==> src/verilog/cmp_tm2_pkg.sv <==
/*
  Constants and carrier types for the comparator and timer-two control block.
  Assumes an 8-bit IO register port on a single 50 MHz clock.
*/
package cmp_tm2_pkg;

  // IO addresses
  localparam logic [5:0] ADDR_COMPARATOR_CONTROL = 6'h1A;
  localparam logic [5:0] ADDR_TIMER_TWO_CONTROL = 6'h1C;
  localparam logic [5:0] ADDR_COMPARATOR_SELECTION = 6'h1E;
  localparam logic [5:0] ADDR_INT_EDGE = 6'h0C;
  localparam logic [5:0] ADDR_INT_REQUEST = 6'h05;

  // comparator_control fields
  localparam int CC_ENABLE = 7;
  localparam int CC_RESULT = 6;
  localparam int CC_SAMPLE = 5;
  localparam int CC_INVERT = 4;
  localparam int CC_MINUS_LSB = 1;
  localparam int CC_PLUS = 0;

  // comparator_selection fields
  localparam int CS_PIN_OUT = 7;
  localparam int CS_WAKE = 6;
  localparam int CS_HIGH_RANGE = 5;
  localparam int CS_LOW_RANGE = 4;

  // Edge select and request flag positions
  localparam int EDGE_LSB = 6;
  localparam int REQ_BIT = 4;

  localparam logic [7:0] RESET_BYTE = 8'h00;
  localparam logic [1:0] RESET_EDGE = 2'h0;

  // Minus input codes
  localparam logic [2:0] MINUS_PIN_THREE = 3'h0;
  localparam logic [2:0] MINUS_PIN_FOUR = 3'h1;
  localparam logic [2:0] MINUS_BANDGAP = 3'h2;
  localparam logic [2:0] MINUS_LADDER = 3'h3;
  localparam logic [2:0] MINUS_PIN_SIX = 3'h4;
  localparam logic [2:0] MINUS_PIN_SEVEN = 3'h5;

  // Timer clock codes
  localparam logic [3:0] TCLK_OFF = 4'h0;
  localparam logic [3:0] TCLK_SYSTEM = 4'h1;
  localparam logic [3:0] TCLK_FAST_RC = 4'h2;
  localparam logic [3:0] TCLK_SLOW_RC = 4'h4;
  localparam logic [3:0] TCLK_COMPARATOR = 4'h5;
  localparam logic [3:0] TCLK_PIN0_RISE = 4'h8;
  localparam logic [3:0] TCLK_PIN0_FALL = 4'h9;
  localparam logic [3:0] TCLK_PIN4_RISE = 4'hC;
  localparam logic [3:0] TCLK_PIN4_FALL = 4'hD;

  // Timer output routes and edge codes
  localparam logic [1:0] TOUT_PIN_THREE = 2'h2;
  localparam logic [1:0] TOUT_PIN_FOUR = 2'h3;
  localparam logic [1:0] EDGE_BOTH = 2'h0;
  localparam logic [1:0] EDGE_RISE = 2'h1;
  localparam logic [1:0] EDGE_FALL = 2'h2;

  typedef struct packed {
    logic write;
    logic read;
    logic [5:0] addr;
    logic [7:0] wdata;
  } io_req_s;

  // Analog front-end settings that leave the block
  typedef struct packed {
    logic enable;
    logic [2:0] minus_sel;
    logic plus_sel;
    logic high_range;
    logic low_range;
    logic [3:0] ladder_level;
  } analog_cfg_s;

  typedef struct packed {
    logic [3:0] clock_sel;
    logic [1:0] out_sel;
    logic pwm_mode;
    logic invert;
  } timer_cfg_s;

endpackage

==> src/verilog/edge_sync.sv <==
/*
  Two-flop synchroniser with rising and falling edge pulses.
  Assumes the input is asynchronous to clock_in.
*/
`timescale 1ns/1ps
module edge_sync
  import cmp_tm2_pkg::*;
(
  input wire logic clock_in,
  input wire logic rstn_in,
  input wire logic async_in,
  output logic level_out,
  output logic rise_out,
  output logic fall_out
);

  typedef struct packed {
    logic first;
    logic second;
    logic third;
  } sync_state_s;

  sync_state_s state;
  sync_state_s next_state;

  always_comb begin
    next_state = state;
    next_state.first = async_in;
    next_state.second = state.first;
    next_state.third = state.second;
  end

  always_ff @(posedge clock_in) begin
    if (!rstn_in) begin
      state <= '0;
    end else begin
      state <= next_state;
    end
  end

  assign level_out = state.second;
  assign rise_out = state.second & ~state.third;
  assign fall_out = ~state.second & state.third;

endmodule // edge_sync

==> src/verilog/cmp_tm2_ctrl.sv <==
/*
  Comparator and timer-two control registers, result conditioning, timer clock
  selection, pin routing, wake-up and comparator interrupt request flag.
  Assumes the core IO port is synchronous to clock_in; analog result, RC clocks
  and pins are asynchronous and are synchronised here.
*/
`timescale 1ns/1ps

////////////////////////////////////////////////////////////////////////////////
// How it works
// Software should disable digital input buffers on pins used by comparator.
// Read-only result bit: 1 when plus above minus, else 0.
// Sample bit chooses raw result or result registered on timer clock.
// Polarity bit inverts comparator output when set.
// Three-bit field selects minus input; codes 11X reserved.
// Software should avoid bandgap minus input when using comparator wake-up.
// One bit selects plus input: ladder or port pin four.
// Write-only enable drives comparator output onto port pin zero.
// With wake enabled, any result level change wakes the device.
// Two write-only bits select ladder high and low ranges.
// Four-bit write-only ladder level, zero lowest, fifteen highest.
// Four-bit field selects timer clock source; other codes reserved.
// Two-bit field routes timer output to none, pin three or four.
// Mode bit selects period mode or PWM mode.
// Invert bit flips timer output polarity.
// Comparator request flag set by hardware, held until software clears.
// Two-bit edge select: both, rising or falling edges raise request.
// Write-only fields hold last write, reset to zero, read undefined.
module cmp_tm2_ctrl
  import cmp_tm2_pkg::*;
(
  input wire logic clock_in,
  input wire logic rstn_in,
  input wire io_req_s io_req_in,
  output logic [7:0] io_rdata_out,
  input wire logic compare_raw_in,
  input wire logic fast_internal_rc_in,
  input wire logic slow_internal_rc_in,
  input wire logic port_a_pin_zero_in,
  input wire logic port_a_pin_four_in,
  input wire logic timer_wave_in,
  input wire logic sleeping_in,
  output analog_cfg_s analog_cfg_out,
  output timer_cfg_s timer_cfg_out,
  output logic timer_two_clock_out,
  output logic comparator_out,
  output logic port_a_pin_zero_out,
  output logic port_a_pin_zero_oe_out,
  output logic port_a_pin_three_out,
  output logic port_a_pin_three_oe_out,
  output logic port_a_pin_four_out,
  output logic port_a_pin_four_oe_out,
  output logic wake_out,
  output logic comparator_request_out
);

  typedef struct packed {
    logic [7:0] comparator_control;
    logic [7:0] timer_two_control;
    logic [7:0] comparator_selection;
    logic [1:0] edge_sel;
    logic request;
    logic sampled;
    logic last_out;
    logic wake;
    logic [7:0] rdata;
  } ctrl_state_s;

  ctrl_state_s state;
  ctrl_state_s next_state;

  logic cmp_level, cmp_rise, cmp_fall;
  logic fast_rise, slow_rise;
  logic pin0_rise, pin0_fall;
  logic pin4_rise, pin4_fall;
  logic timer_tick;
  logic cmp_result;
  logic out_now;
  logic out_rise, out_fall;
  logic timer_out;

  ////////////////////////////////////////////////////////////////////////////////
  // Synchronisers for asynchronous sources

  edge_sync u_cmp (
    .clock_in(clock_in),
    .rstn_in(rstn_in),
    .async_in(compare_raw_in),
    .level_out(cmp_level),
    .rise_out(cmp_rise),
    .fall_out(cmp_fall)
  );

  edge_sync u_fast (
    .clock_in(clock_in),
    .rstn_in(rstn_in),
    .async_in(fast_internal_rc_in),
    .level_out(),
    .rise_out(fast_rise),
    .fall_out()
  );

  edge_sync u_slow (
    .clock_in(clock_in),
    .rstn_in(rstn_in),
    .async_in(slow_internal_rc_in),
    .level_out(),
    .rise_out(slow_rise),
    .fall_out()
  );

  edge_sync u_pin0 (
    .clock_in(clock_in),
    .rstn_in(rstn_in),
    .async_in(port_a_pin_zero_in),
    .level_out(),
    .rise_out(pin0_rise),
    .fall_out(pin0_fall)
  );

  edge_sync u_pin4 (
    .clock_in(clock_in),
    .rstn_in(rstn_in),
    .async_in(port_a_pin_four_in),
    .level_out(),
    .rise_out(pin4_rise),
    .fall_out(pin4_fall)
  );

  ////////////////////////////////////////////////////////////////////////////////
  // Comparator result path

  // Result bit: 1 when plus above minus, disabled comparator reads 0
  assign cmp_result = cmp_level & state.comparator_control[CC_ENABLE];

  // Raw or timer-clock-sampled, then optional inversion
  assign out_now = (state.comparator_control[CC_SAMPLE] ? state.sampled : cmp_result)
                   ^ state.comparator_control[CC_INVERT];
  assign out_rise = out_now & ~state.last_out;
  assign out_fall = ~out_now & state.last_out;

  // Timer clock enable pulse per source
  always_comb begin
    case (state.timer_two_control[7:4])
      TCLK_SYSTEM: timer_tick = 1'b1;
      TCLK_FAST_RC: timer_tick = fast_rise;
      TCLK_SLOW_RC: timer_tick = slow_rise;
      TCLK_COMPARATOR: timer_tick = out_rise;
      TCLK_PIN0_RISE: timer_tick = pin0_rise;
      TCLK_PIN0_FALL: timer_tick = pin0_fall;
      TCLK_PIN4_RISE: timer_tick = pin4_rise;
      TCLK_PIN4_FALL: timer_tick = pin4_fall;
      default: timer_tick = 1'b0;
    endcase
  end

  ////////////////////////////////////////////////////////////////////////////////
  // Register file and flags

  always_comb begin
    logic cmp_event;
    logic write_cc;
    logic clear_req;
    cmp_event = 1'b0;
    write_cc = io_req_in.write && io_req_in.addr == ADDR_COMPARATOR_CONTROL;
    clear_req = io_req_in.write && io_req_in.addr == ADDR_INT_REQUEST &&
                !io_req_in.wdata[REQ_BIT];
    next_state = state;
    next_state.last_out = out_now;
    if (timer_tick) begin
      next_state.sampled = cmp_result;
    end
    if (write_cc) begin
      // Result bit is read-only
      next_state.comparator_control = {io_req_in.wdata[7], 1'b0, io_req_in.wdata[5:0]};
    end
    if (io_req_in.write && io_req_in.addr == ADDR_TIMER_TWO_CONTROL) begin
      next_state.timer_two_control = io_req_in.wdata;
    end
    if (io_req_in.write && io_req_in.addr == ADDR_COMPARATOR_SELECTION) begin
      next_state.comparator_selection = io_req_in.wdata;
    end
    if (io_req_in.write && io_req_in.addr == ADDR_INT_EDGE) begin
      next_state.edge_sel = io_req_in.wdata[EDGE_LSB +: 2];
    end
    case (state.edge_sel)
      EDGE_BOTH: cmp_event = out_rise | out_fall;
      EDGE_RISE: cmp_event = out_rise;
      EDGE_FALL: cmp_event = out_fall;
      default: cmp_event = 1'b0;
    endcase
    // Set wins over a simultaneous clear
    if (cmp_event) begin
      next_state.request = 1'b1;
    end else if (clear_req) begin
      next_state.request = 1'b0;
    end
    // Wake on any change of the result bit; a disabled comparator holds it at 0
    next_state.wake = state.comparator_selection[CS_WAKE] & sleeping_in &
                      state.comparator_control[CC_ENABLE] &
                      (cmp_rise | cmp_fall);
    next_state.rdata = RESET_BYTE;
    if (io_req_in.read) begin
      case (io_req_in.addr)
        ADDR_COMPARATOR_CONTROL: next_state.rdata = {state.comparator_control[7],
                                   cmp_result, state.comparator_control[5:0]};
        ADDR_TIMER_TWO_CONTROL: next_state.rdata = state.timer_two_control;
        ADDR_INT_REQUEST: next_state.rdata = {3'h0, state.request, 4'h0};
        default: next_state.rdata = RESET_BYTE;
      endcase
    end
  end

  always_ff @(posedge clock_in) begin
    if (!rstn_in) begin
      state <= '0;
    end else begin
      state <= next_state;
    end
  end

  ////////////////////////////////////////////////////////////////////////////////
  // Outputs and pin routing

  assign timer_out = timer_wave_in ^ state.timer_two_control[0];

  always_comb begin
    analog_cfg_out.enable = state.comparator_control[CC_ENABLE];
    analog_cfg_out.minus_sel = state.comparator_control[3:1];
    analog_cfg_out.plus_sel = state.comparator_control[CC_PLUS];
    analog_cfg_out.high_range = state.comparator_selection[CS_HIGH_RANGE];
    analog_cfg_out.low_range = state.comparator_selection[CS_LOW_RANGE];
    analog_cfg_out.ladder_level = state.comparator_selection[3:0];
    timer_cfg_out.clock_sel = state.timer_two_control[7:4];
    timer_cfg_out.out_sel = state.timer_two_control[3:2];
    timer_cfg_out.pwm_mode = state.timer_two_control[1];
    timer_cfg_out.invert = state.timer_two_control[0];
  end

  assign timer_two_clock_out = timer_tick;
  assign comparator_out = state.last_out;
  assign port_a_pin_zero_out = state.last_out;
  assign port_a_pin_zero_oe_out = state.comparator_selection[CS_PIN_OUT];
  assign port_a_pin_three_out = timer_out;
  assign port_a_pin_three_oe_out = state.timer_two_control[3:2] == TOUT_PIN_THREE;
  assign port_a_pin_four_out = timer_out;
  assign port_a_pin_four_oe_out = state.timer_two_control[3:2] == TOUT_PIN_FOUR;
  assign wake_out = state.wake;
  assign comparator_request_out = state.request;
  assign io_rdata_out = state.rdata;

endmodule // cmp_tm2_ctrl

==> config.mk <==
export PLATFORM = sky130hd
export DESIGN_NAME = cmp_tm2_ctrl
export DESIGN_NICKNAME = d
export VERILOG_FILES = /design/src/verilog/cmp_tm2_pkg.sv /design/src/verilog/edge_sync.sv /design/src/verilog/cmp_tm2_ctrl.sv
export SDC_FILE = /design/constraint.sdc
export NUM_CORES = 1
export LEC_CHECK = 0
export BUFFER_PORTS_ARGS = -buffer_cell sky130_fd_sc_hd__buf_4
export CORE_ASPECT_RATIO = 0.9
export CORE_MARGIN = 5
export CORE_UTILIZATION = 35
export CTS_BUF_LIST = sky130_fd_sc_hd__clkbuf_8
export CTS_CLUSTER_DIAMETER = 200
export CTS_CLUSTER_SIZE = 12
export DETAILED_ROUTE_END_ITERATION = 10
export GPL_TIMING_DRIVEN = 0
export HOLD_SLACK_MARGIN = 0.03
export PLACE_DENSITY_LB_ADDON = 0.3
export SLEW_MARGIN = 20
export SYNTH_ARGS = -nofsm -noshare
export SYNTH_HDL_FRONTEND = slang
export SYNTH_HIERARCHICAL = 1
export SYNTH_SLANG_ARGS = --single-unit
==> constraint.sdc <==
create_clock -name clock_in -period 1.7 [get_ports clock_in]
set_clock_uncertainty 0.2 [all_clocks]
set_input_delay 0.17 -clock clock_in [delete_from_list [all_inputs] [get_ports clock_in]]
set_output_delay 0.17 -clock clock_in [all_outputs]
set_load 0.05 [all_outputs]
After elaboration in Yosys (flattened, before gate mapping)
Index checks and enable logic that the tools add are counted.
{"block": "totals", "register_bits": 52, "inputBits": 25, "out_inout_bits": 37, "elab_cells": 85}
{"block": "op_classes", "n_eq_ne": 17, "n_mux": 6, "bitwise_logic": 28, "reduce_logical": 10}
{"op": "8-bit case mux with 3 select lines", "count": 1}
{"op": "6-bit by 5-bit equality test with 1-bit output, second input constant", "count": 3}
{"op": "4-bit equality test, second input constant", "count": 4}
{"op": "1-bit AND", "count": 14}
{"op": "1-bit NOT", "count": 10}
{"op": "4-bit by 3-bit equality test with 1-bit output, second input constant", "count": 2}
{"op": "1-bit case mux with 8 select lines", "count": 1}
{"op": "2-bit equality test, second input constant", "count": 3}
{"op": "6-bit by 3-bit equality test with 1-bit output, second input constant", "count": 1}
{"op": "6-bit by 4-bit equality test with 1-bit output, second input constant", "count": 1}
{"op": "1-bit logical AND", "count": 6}
{"op": "4-bit by 1-bit equality test with 1-bit output, second input constant", "count": 1}
{"op": "4-bit by 2-bit equality test with 1-bit output, second input constant", "count": 1}
{"op": "1-bit 2-to-1 mux", "count": 3}
{"op": "1-bit case mux with 3 select lines", "count": 1}
{"op": "2-bit by 1-bit equality test with 1-bit output, second input constant", "count": 1}
{"op": "2-bit zero test", "count": 1}
{"op": "1-bit OR", "count": 2}
{"op": "2-bit AND reduction", "count": 1}
{"op": "2-bit nonzero test", "count": 1}
{"op": "1-bit XOR", "count": 2}
{"op": "1-bit zero test", "count": 1}

Logic depth before layout (Yosys ltp)
{"block": "depth", "word_depth": 8, "mapped_depth": 8, "ltp_nobuf": 8}

By module
The synthesis kept the hierarchy.
{"module": "cmp_tm2_ctrl", "instances": 1, "cells_each": 200, "area_each_um2": 1920.6, "seq_area_each_um2": 740.7}
{"module": "edge_sync", "instances": 5, "cells_each": 8, "area_each_um2": 91.3, "seq_area_each_um2": 60.1}

Worst setup path before layout
OpenSTA, ideal clock, no wires.
{"block": "synth_timing", "kind": "reg2reg", "from": "reg state, in the netlist analog_cfg_out[10]", "to": "reg state[10] (netlist bit)", "setup_ns": 0.072, "arrival_ns": 1.789, "required_time_ns": 1.428, "slack_ns": -0.361, "stages_incl_launch_ff": 9, "path_buffers": 0, "period_less_slack_ns": 2.061, "cell_sequence": "dfxtp_1 -> nand2_1 -> o21ai_0 -> xor2_1 -> ha_1 -> mux2i_1 -> nand3_1 -> and4bb_2 -> mux2i_1"}
{"item": "start: declaration", "line": "cmp_tm2_ctrl.sv:69", "source": "ctrl_state_s state;"}
{"item": "start signal: assignment", "line": "cmp_tm2_ctrl.sv:218", "source": "state <= next_state;"}

==> impl_metrics.yaml <==
clocking:
  h-tree-depth: 2
  cts_root_buf: "clkbuf_8"
  cts_tree: "done"
  cts.sinks: 52
  clkSlewWorstSetupHoldPaths_ns: 0.09
  tritoncts.num_buffers: 5
  cts_buffer_depth: 2
  insertion_delay_ns: 0.30
routing:
  dr.pass1.iters: 4
  vias: 1867
  wl_per_cell_um: 12.98
  route.detailed.drc: 0
  wl_mm: 5.450
  via_per_inst: 4.445
  drtIter0Drc: 44
  postRouteAntennaNets: 0
grt:
  antenna_found_initial: 0
  grt_pass1_wl_mm: 9.218
  grt_max_degree: 20
  grt_overflow: 0
  grt_usage_pct: 13.36
  grt_pass1_vias: 1844
sta:
  maxSlewHeadroom_pct: 54.00
  max_clock_freq_mhz: 455.1
  rsz0062_at_grt: "yes"
  slew_viol_final: 0
  setup_viol: 3
  hold_viol: 0
  finalWorstSetupSlack_ns: -0.4971
  period_share_pct: 129.2
  tightest_slew_ns: 0.6871
  min_period_ns: 2.197
hold_path:
  hp-class: "input pin to flop"
power:
  p_leak_nw: 1.463
  irDropWorstVdd_v: 0.0002867
  p_seq_share_pct: 58.3
  power_density_nw_per_um2: 640.9
  p_int_mw: 1.628
  p_sw_mw: 0.4964
  swShare_pct: 23.37
  power_frac_comb_pct: 9.8
  clkPwrFrac_pct: 32.0
synth:
  synthCells: 238
  syn_area_per_cell_um2: 9.936
  yosys_warnings: 6
  syn-num-nets: 265
  syn-cell-area_um2: 2365
floorplanning:
  die_h_um: 87.98
  num_io_pins: 62
  fp-row-count: 28
  die_area_um2: 8503
  coreArea_um2: 6586
  die_x_um: 96.65
  initial_core_util_pct: 35.90
critical_path:
  worstSetupPathType: "flop to primary output"
  end_kind: "primary output"
  reg2reg_slack_ns: -0.33
  required_ns: 1.33
  critPathLaunchType: "flop"
  cp.arrival_ns: 1.83
  cp_max_fo: 2
cells_and_area:
  fin_area_um2: 3314
  drive_gt1_share_pct: 38.48
  antenna_cells: 0
  final_core_util_pct: 50.32
  finalNetCount: 356
  syn2layout_area_growth_pct: 40.16
placed_design:
  placed_area_um2: 2940
  io_buffers: 60
  gp_congestion: 0.7921
  hpwlAfterDp_mm: 3.960
run_status:
  violations: "negative setup slack"
  status: "finished, violations left"
run:
  drv_cap: 0
-- layout make-up --
class                   instances  area, um2
fillers                       663       3272
plain buffers                  37      254.0
well taps                      90      112.6
multi-input cells             142       1099
clock inverters                 3      18.77
repair buffers                 84      683.2
flip-flops and latches         52       1052
clock buffers                   5      68.82
inverters                       7      26.28
-- registers in the layout (all words and copies together) (netlist names), 6 cells and up --
register / flops
io_rdata_out: 8
analog_cfg_out: 11
timer_cfg_out: 8
state: 6
-- worst max-delay path: stages (launching register included) --
cell,delay (ns)
dfxtp_4,0.37
nand2_4,0.05
o21ai_4,0.15
xor2_2,0.18
ha_2,0.21
mux2i_1,0.06
nand3_1,0.10
and4bb_4,0.26
buf_8,0.15
-- per-stage QoR --
step	power (mW)	std cells	setup WS, ns	setup TNS (ns)	hold slack, ns
6_report	2.124	420	-0.4971	-0.8504	0.05395
5_1_grt	2.225	420	-0.6180	-1.196	0.06163
4_1_cts	2.150	419	-0.5401	-0.9251	0.04691
3_5_place_dp	1.441	388	-0.4787	-1.485	0.1771
3_3_place_gp	1.439	388	-0.4432	-1.236	0.1727
2_1_floorplan	1.352	238	-0.2038	-0.3188	0.09171
-- routing by layer --
metal	vias to the layer above	track usage [%]	part of all wire (%)
li1	956	-	-
met1	857	17.09	46
met2	48	22.56	48
met3	6	3.424	5.3
met4	0	3.827	0.84
met5	-	0	0
-- power by group through the flow --
stage,Clock [mW],Sequential (mW),Combinational [mW]
4_1_cts,0.703,1.24,0.208
5_1_grt,0.760,1.24,0.225
3_3_place_gp,0,1.27,0.169
6_report,0.680,1.24,0.207
2_1_floorplan,0,1.27,0.0824
3_5_place_dp,0,1.27,0.171
-- layout by cell type (no fill, tap or decap), types with 3 or more instances in the layout --
master / instances
dfxtp_4: 3
clkbuf_1: 5
nor2b_1: 25
and2_1: 17
mux2i_1: 19
nor2_1: 10
nand3_1: 11
dfxtp_1: 49
buf_4: 95
dlygate4sd3_1: 18
nand2_1: 11
a21boi_0: 9
clkbuf_8: 5
inv_1: 6
a22oi_1: 6
-- timing repair --
action / 4_1_cts / 5_1_grt
pin swaps: 6 / 5
cloned: 0 / 0
hold endpoints to repair: 40 / 0
gates resized for setup: 13 / 5
setup buffers: 11 / 2
setup endpoints to repair: 3 / 3
hold buffers: 18 / 0
-- final timing paths --
path | from | endpoint | depth (start not counted)
worst min register to register | u_cmp/next_state[1] | u_cmp/level_out | 1
worst min-delay path | io_req_in[10] | analog_cfg_out[8] | 4
worst max register to register | analog_cfg_out[10] | state[10] | 10
worst max-delay path | analog_cfg_out[10] | timer_two_clock_out | 8
Note: power is estimated with default switching activity, not from simulation.
